$ cat src/pmc_pkg.sv
package pmc_pkg;

   // global power modes, highest consumption first
   typedef enum logic [1:0] {
      MODE_ACTIVE,
      MODE_ALT_ACTIVE,
      MODE_SLEEP,
      MODE_HIBERNATE
   } power_mode_e;

   localparam int SUBSYS_W = 8;
   localparam int CORE_BIT = 0;
   localparam int FLASH_BIT = 1;

   // subsystems kept alive in sleep: bit positions of the sleep keep mask
   localparam logic [SUBSYS_W-1:0] SLEEP_KEEP_MASK = 8'h00;

   // wake sources, one bit each
   localparam int WAKE_W = 6;
   localparam int WAKE_PIN_BIT = 0;
   localparam int WAKE_CMP_BIT = 1;
   localparam int WAKE_SBUS_BIT = 2;
   localparam int WAKE_RTC_BIT = 3;
   localparam int WAKE_TIMEWHEEL_BIT = 4;
   localparam int WAKE_LVD_BIT = 5;

   localparam int CLK_MHZ = 200;
   localparam int SLEEP_RESUME_NS = 15000;
   localparam int HIB_RESUME_NS = 100000;
   // longest times round down
   localparam int SLEEP_RESUME_CYC = (SLEEP_RESUME_NS * CLK_MHZ) / 1000;
   localparam int HIB_RESUME_CYC = (HIB_RESUME_NS * CLK_MHZ) / 1000;
   localparam int CNT_W = 15;

   localparam logic [SUBSYS_W-1:0] ACT_TMPL_RST = 8'hFF;
   localparam logic [SUBSYS_W-1:0] ALT_TMPL_RST = 8'hFF;

   typedef struct packed {
      logic dig_reg_on;
      logic ana_reg_on;
      logic dig_reg_buzz;
      logic ana_reg_buzz;
      logic sleep_reg_on;
      logic hib_reg_on;
   } regulator_ctl_s;

   typedef struct packed {
      logic fast_clks_on;
      logic low_speed_clks_on;
      logic sleep_timer_on;
      logic rtc_on;
      logic retain;
   } clock_ctl_s;

endpackage : pmc_pkg

$ cat src/power_mode_controller.sv
`timescale 1ns/100ps
// What this block does
// - four modes ranked: active, alternate active, sleep, hibernate
// - active mode powers each subsystem from its own active template bit, except the core, held on after a wakeup
// - active is the main state; any peripheral may be enabled by software
// - alternate active applies its own smaller template
// - alternate active may turn the core off while logic blocks run
// - sleep forces all subsystems off regardless of templates
// - sleep keeps sleep interval timer and real-time clock running
// - sleep puts digital and analog regulators into buzzed operation
// - hibernate stops all clocks but retains registers and ram
// - hibernate wakes only from a pin interrupt
// - hibernate disables all regulators except the hibernate regulator
// - hibernate retains configuration and memory contents
// - with external regulation, internal regulators may be off in non-hibernate modes
// - any wakeup returns to active and forces the core on
// - after reset the mode is active
// - sleep resume completes within 15 microseconds
// - hibernate resume completes within 100 microseconds
module power_mode_controller (
   // clock and reset
   input  wire logic                              i_sys_clk,
   input  wire logic                              i_sys_rst,
   // firmware control, same clock
   input  wire logic                              i_mode_wr,
   input  wire pmc_pkg::power_mode_e              i_mode_sel,
   input  wire logic [pmc_pkg::SUBSYS_W-1:0]      i_act_tmpl,
   input  wire logic [pmc_pkg::SUBSYS_W-1:0]      i_alt_tmpl,
   input  wire logic                              i_ext_reg,
   // wake sources, asynchronous
   input  wire logic [pmc_pkg::WAKE_W-1:0]        i_wake,
   input  wire logic [pmc_pkg::WAKE_W-1:0]        i_wake_en,
   // outputs
   output logic [pmc_pkg::SUBSYS_W-1:0]           o_subsys_en,
   output pmc_pkg::power_mode_e                   o_mode,
   output pmc_pkg::regulator_ctl_s                o_reg_ctl,
   output pmc_pkg::clock_ctl_s                    o_clk_ctl,
   output logic                                   o_resuming,
   output logic                                   o_wake_evt
);

   logic [pmc_pkg::WAKE_W-1:0] wake_meta_ff;
   logic [pmc_pkg::WAKE_W-1:0] wake_sync_ff;

   // two-flop synchroniser per wake line
   generate
      for (genvar g = 0; g < pmc_pkg::WAKE_W; g++) begin : g_sync
         always_ff @(posedge i_sys_clk or posedge i_sys_rst) begin
            if (i_sys_rst) begin
               wake_meta_ff[g] <= 1'b0;
               wake_sync_ff[g] <= 1'b0;
            end else begin
               wake_meta_ff[g] <= i_wake[g];
               wake_sync_ff[g] <= wake_meta_ff[g];
            end
         end
      end
   endgenerate

   pmc_pkg::power_mode_e           mode_ff,     nxt_mode;
   logic                           resume_ff,   nxt_resume;
   logic [pmc_pkg::CNT_W-1:0]      cnt_ff,      nxt_cnt;
   logic                           core_force_ff, nxt_core_force;
   logic [pmc_pkg::SUBSYS_W-1:0]   subsys_ff,   nxt_subsys;
   pmc_pkg::regulator_ctl_s        reg_ff,      nxt_reg;
   pmc_pkg::clock_ctl_s            clk_ff,      nxt_clk;
   logic                           wake_evt_ff, nxt_wake_evt;
   logic                           wake_hit;
   logic [pmc_pkg::WAKE_W-1:0]     wake_act;

   localparam logic [pmc_pkg::CNT_W-1:0] SLEEP_CNT =
      pmc_pkg::CNT_W'(pmc_pkg::SLEEP_RESUME_CYC - 1);
   localparam logic [pmc_pkg::CNT_W-1:0] HIB_CNT =
      pmc_pkg::CNT_W'(pmc_pkg::HIB_RESUME_CYC - 1);

   // mode sequencing
   always_comb begin
      nxt_mode       = mode_ff;
      nxt_resume     = resume_ff;
      nxt_cnt        = cnt_ff;
      nxt_core_force = core_force_ff;
      nxt_wake_evt   = 1'b0;
      wake_act       = wake_sync_ff & i_wake_en;
      wake_hit       = 1'b0;
      case (mode_ff)
         pmc_pkg::MODE_HIBERNATE: begin
            wake_hit = wake_act[pmc_pkg::WAKE_PIN_BIT];
         end
         default: begin
            wake_hit = |wake_act;
         end
      endcase
      if (resume_ff) begin
         // regulators settle before active is declared
         if (cnt_ff == '0) begin
            nxt_resume = 1'b0;
            nxt_mode   = pmc_pkg::MODE_ACTIVE;
         end else begin
            nxt_cnt = cnt_ff - 1'b1;
         end
      end else if (wake_hit) begin
         nxt_wake_evt   = 1'b1;
         nxt_core_force = 1'b1;
         case (mode_ff)
            pmc_pkg::MODE_SLEEP: begin
               nxt_resume = 1'b1;
               nxt_cnt    = SLEEP_CNT;
            end
            pmc_pkg::MODE_HIBERNATE: begin
               nxt_resume = 1'b1;
               nxt_cnt    = HIB_CNT;
            end
            default: begin
               nxt_mode = pmc_pkg::MODE_ACTIVE;
            end
         endcase
      end else if (i_mode_wr) begin
         // only firmware writes move into low-power modes
         nxt_mode = i_mode_sel;
         if (i_mode_sel == pmc_pkg::MODE_ACTIVE) begin
            nxt_core_force = 1'b0;
         end
      end
   end

   always_ff @(posedge i_sys_clk or posedge i_sys_rst) begin
      if (i_sys_rst) begin
         mode_ff       <= pmc_pkg::MODE_ACTIVE;
         resume_ff     <= 1'b0;
         cnt_ff        <= '0;
         core_force_ff <= 1'b0;
         wake_evt_ff   <= 1'b0;
      end else begin
         mode_ff       <= nxt_mode;
         resume_ff     <= nxt_resume;
         cnt_ff        <= nxt_cnt;
         core_force_ff <= nxt_core_force;
         wake_evt_ff   <= nxt_wake_evt;
      end
   end

   // power and clock gating from the next mode, so outputs follow at once
   always_comb begin
      nxt_subsys = '0;
      nxt_reg    = '0;
      nxt_clk    = '0;
      nxt_reg.sleep_reg_on = 1'b1;
      nxt_reg.hib_reg_on   = 1'b1;
      nxt_clk.retain       = 1'b1;
      if (nxt_resume) begin
         // resuming: regulators up, fabric held off until active
         nxt_reg.dig_reg_on = ~i_ext_reg;
         nxt_reg.ana_reg_on = ~i_ext_reg;
         nxt_clk.low_speed_clks_on = 1'b1;
      end else begin
         case (nxt_mode)
            pmc_pkg::MODE_ACTIVE: begin
               nxt_subsys = i_act_tmpl;
               nxt_reg.dig_reg_on = ~i_ext_reg;
               nxt_reg.ana_reg_on = ~i_ext_reg;
               nxt_clk.fast_clks_on      = 1'b1;
               nxt_clk.low_speed_clks_on = 1'b1;
               nxt_clk.sleep_timer_on    = 1'b1;
               nxt_clk.rtc_on            = 1'b1;
            end
            pmc_pkg::MODE_ALT_ACTIVE: begin
               // core bit may be clear while logic blocks keep running
               nxt_subsys = i_alt_tmpl;
               nxt_reg.dig_reg_on = ~i_ext_reg;
               nxt_reg.ana_reg_on = ~i_ext_reg;
               nxt_clk.fast_clks_on      = 1'b1;
               nxt_clk.low_speed_clks_on = 1'b1;
               nxt_clk.sleep_timer_on    = 1'b1;
               nxt_clk.rtc_on            = 1'b1;
            end
            pmc_pkg::MODE_SLEEP: begin
               nxt_subsys = pmc_pkg::SLEEP_KEEP_MASK;
               nxt_reg.dig_reg_on   = ~i_ext_reg;
               nxt_reg.ana_reg_on   = ~i_ext_reg;
               nxt_reg.dig_reg_buzz = ~i_ext_reg;
               nxt_reg.ana_reg_buzz = ~i_ext_reg;
               nxt_clk.low_speed_clks_on = 1'b1;
               nxt_clk.sleep_timer_on    = 1'b1;
               nxt_clk.rtc_on            = 1'b1;
            end
            default: begin
               // hibernate: everything off but the hibernate regulator and retain
               nxt_reg.sleep_reg_on = 1'b0;
               nxt_clk = '0;
               nxt_clk.retain = 1'b1;
            end
         endcase
         if (nxt_core_force && nxt_mode == pmc_pkg::MODE_ACTIVE) begin
            nxt_subsys[pmc_pkg::CORE_BIT] = 1'b1;
         end
      end
   end

   always_ff @(posedge i_sys_clk or posedge i_sys_rst) begin
      if (i_sys_rst) begin
         subsys_ff <= pmc_pkg::ACT_TMPL_RST;
         reg_ff    <= '{dig_reg_on: 1'b1, ana_reg_on: 1'b1, dig_reg_buzz: 1'b0,
                        ana_reg_buzz: 1'b0, sleep_reg_on: 1'b1, hib_reg_on: 1'b1};
         clk_ff    <= '{fast_clks_on: 1'b1, low_speed_clks_on: 1'b1,
                        sleep_timer_on: 1'b1, rtc_on: 1'b1, retain: 1'b1};
      end else begin
         subsys_ff <= nxt_subsys;
         reg_ff    <= nxt_reg;
         clk_ff    <= nxt_clk;
      end
   end

   assign o_mode      = mode_ff;
   assign o_subsys_en = subsys_ff;
   assign o_reg_ctl   = reg_ff;
   assign o_clk_ctl   = clk_ff;
   assign o_resuming  = resume_ff;
   assign o_wake_evt  = wake_evt_ff;

endmodule : power_mode_controller

$ cat config.mk
export PLATFORM = sky130hd
export DESIGN_NAME = power_mode_controller
export DESIGN_NICKNAME = d
export VERILOG_FILES = /design/src/pmc_pkg.sv /design/src/power_mode_controller.sv
export SDC_FILE = /design/constraint.sdc
export NUM_CORES = 1
export LEC_CHECK = 0
export ABC_AREA = 1
export BUFFER_PORTS_ARGS = -buffer_cell sky130_fd_sc_hd__buf_2
export CAP_MARGIN = 20
export CORE_ASPECT_RATIO = 0.75
export CORE_MARGIN = 3
export CORE_UTILIZATION = 56
export DETAILED_ROUTE_END_ITERATION = 16
export PLACE_DENSITY = 0.84
export SLEW_MARGIN = 20
export SYNTH_ARGS = -nofsm -noshare
export SYNTH_HDL_FRONTEND = slang
export SYNTH_SLANG_ARGS = --single-unit
$ cat constraint.sdc
create_clock -name i_sys_clk -period 4.5 [get_ports i_sys_clk]
set_input_delay 0.675 -clock i_sys_clk [delete_from_list [all_inputs] [get_ports i_sys_clk]]
set_output_delay 0.675 -clock i_sys_clk [all_outputs]
set_load 0.01 [all_outputs]
==> results_dict.tcl <==
set metrics [dict create \
    chipHeight_um 60.0 \
    clock_tree_from_tritoncts "built" \
    area_growth_pct 16.2 \
    drt_drc_violations_left 0 \
    setup.worst_path.start_class "flip-flop" \
    cts_hold_buffers 0 \
    route.final.wire_length_um 4470 \
    worstPathRequired_ps 4670 \
    worst_setup_hold_path_clk_slew_ps 80 \
    detailroute.via_count 1762 \
    p_per_area_nw_per_um2 282 \
    finClkSkew_ps 5.60 \
    netlist_instances 241 \
    layout-drive-gt1-share 0.334 \
    min_path_type "reg -> reg" \
    num_antenna_cells 0 \
    report.final.setup_viol 0 \
    place_congestion 0.959 \
    grt_pass1_vias 1602 \
    worst-slew-pin-transition_ps 582 \
    wl_per_cell_um 13.0 \
    hpwlAfterDp_um 3270 \
    totalNegativeSetupSlack_ps 0 \
    drt_pre_antenna_iters 4 \
    max-clock-path-buffers 2 \
    most_common_cell_after_layout_fill_and_taps_aside "buf_2" \
    synth-warning-count 0 \
    io_pins 57 \
    clock-sinks 45 \
    drt_first_iter_violations 161 \
    synth.cell_area_sq_um 2180 \
    die_ar_sq_um 4680 \
    r2r_end "cnt_ff[14]" \
    report.final.slew_viol_count 0 \
    drv.max_cap_violation_count 0 \
    reg2reg_slack_ps 2460 \
    arrival_ps 2220 \
    htreeDepth 2 \
    post_synthesis_sequential_area_ratio 0.524 \
    postRouteAntennaNets 0 \
    die_w_um 78.0 \
    track_usage 0.213 \
    cts_root_buffer "clkbuf_8" \
    final_nets 327 \
    period_minus_slack_ps 2040 \
    initial_utilization 0.620 \
    gr-total-overflow 0 \
    critical_path.max_fanout 12 \
    worst_r2r_path_depth 9 \
    synth-seq-cells 45 \
    layout.cells.most_common_list "54 x buf_2, 50 x nand2_1, 33 x dfrtp_1, 28 x nand3_1, 23 x nor2_1" \
    first_pass_grt_wire_length_um 7570 \
    grt_start_max_net_pins 46 \
    placementRows 18 \
    post_cts_buffers 0 \
    r2r-start "cnt_ff[0]" \
    unrepaired_setup_endpoints_after_global_routing "no" \
    clock_insertion_delay_at_the_later_pin_of_the_skew_report_ps 290 \
    relSlewSlack 0.612 \
    timing.critical_path.to_type "flip-flop" \
    ctsResizeCount 0 \
    fmax_mhz 489 \
    min_period_over_period 0.454 \
    vias_per_cell 5.14 \
    critical_path.startpoint "cnt_ff[0]" \
    synth.distinct_cells 33 \
    critPathCapture "cnt_ff[14]" \
    portBuffers 54 \
    floorplan.core_area_sq_um 3510 \
    antenna_found_initial 0 \
    number_of_cells_in_the_finished_layout_apart_from_fillers 343 \
    critical_path_class "reg -> reg" \
    placedCellCount 335 \
    cts_buffers 5 \
    leakage_uw 0.00126 \
    finalHoldViolCount 0 \
    outcome "finished, final reports clean" \
    ir_worst_vdd_mv 0.244 \
    avgSynthCellArea_sq_um 9.04 \
]
[through the flow]
step | hold WS, ps | utilization | power (uW) | setup slack [ps] | cell area [sq um]
after detailed placement | 341 | 0.692 | 456 | 2370 | 2430
after CTS | 353 | 0.721 | 719 | 2470 | 2530
after floorplan | 331 | - | 438 | 2790 | 2180
after global routing | 364 | 0.721 | 739 | 2260 | 2530
after global placement | 332 | 0.692 | 456 | 2410 | 2430
final | 351 | 0.721 | 715 | 2460 | 2530
[worst min-delay path by stage]
| stage | start | endpoint | slack [ps] | cells after the start |
|---|---|---|---|---|
| floorplan | wake_meta_ff[0] | wake_sync_ff[0] | 330 | 0 |
| global placement | wake_meta_ff[3] | wake_sync_ff[3] | 330 | 0 |
| detailed placement | wake_meta_ff[0] | wake_sync_ff[0] | 340 | 0 |
| CTS | wake_meta_ff[3] | wake_sync_ff[3] | 350 | 0 |
| global route | wake_meta_ff[4] | wake_sync_ff[4] | 360 | 0 |
| finish | wake_meta_ff[3] | wake_sync_ff[3] | 350 | 0 |
[where the power goes]
part	internal, uW	switching, uW
sequential	411	1.75
combinational	15.8	19.7
clock	139	128
total	565	149
[worst max-delay path, cell delays in order (launching register included)]
cell and delay [ps]:
dfrtp_1 370, inv_1 110, ha_1 230, nand2_4 110, nor2_4 140, nand2_2 90, o21ai_2 480, nor2_1 210
o21ai_0 120, o21ai_1 80
[layout make-up]
cell class | instances | area, sq um
clock buffer | 7 | 96.3
clock inverter | 1 | 5.00
fill | 266 | 981
inverter | 17 | 63.8
multi-input combinational | 168 | 886
sequential | 45 | 1140
tap | 50 | 62.6
timing repair buffer | 55 | 278
[Yosys cell counts, drive strengths merged]
cell    count  area share
a21oi      10       0.023
a31oi       1      0.0029
and3        1      0.0029
buf        12       0.042
conb        1      0.0017
dfrtp      33        0.38
dfstp      12        0.14
ha          1      0.0057
inv        17       0.029
nand2      57        0.11
nand3      31       0.078
nand3b      2      0.0069
nand4       1      0.0029
nor2       29       0.065
nor3        7       0.024
o21ai      13       0.033
o31ai       4       0.014
or2         2      0.0057
xnor2       2      0.0080
xor2        5       0.020
[kinds of logic after synthesis]
logic type      synth area share
other cells              0.00172
xor+xnor                  0.0281
flops                      0.524
compound gates            0.0729
simple gates               0.296
fa+ha+maj                0.00574
buf+inv                   0.0718
[sequential cells by signal (all words and copies together) (netlist names)]
signal	count
o_reg_ctl	2
core_force_ff	1
cnt_ff	15
o_mode	2
o_wake_evt	1
wake_meta_ff	6
wake_sync_ff	6
o_resuming	1
o_subsys_en	8
o_clk_ctl	3
[per-layer routing]
metal / share of wire / global-route usage / vias up
met5: 0 / 0 / -
met4: 0.010 / 0.0599 / 0
met3: 0.069 / 0.0482 / 7
met2: 0.44 / 0.311 / 69
met1: 0.48 / 0.320 / 811
li1: - / - / 875
(Power assumes the default switching activity.)
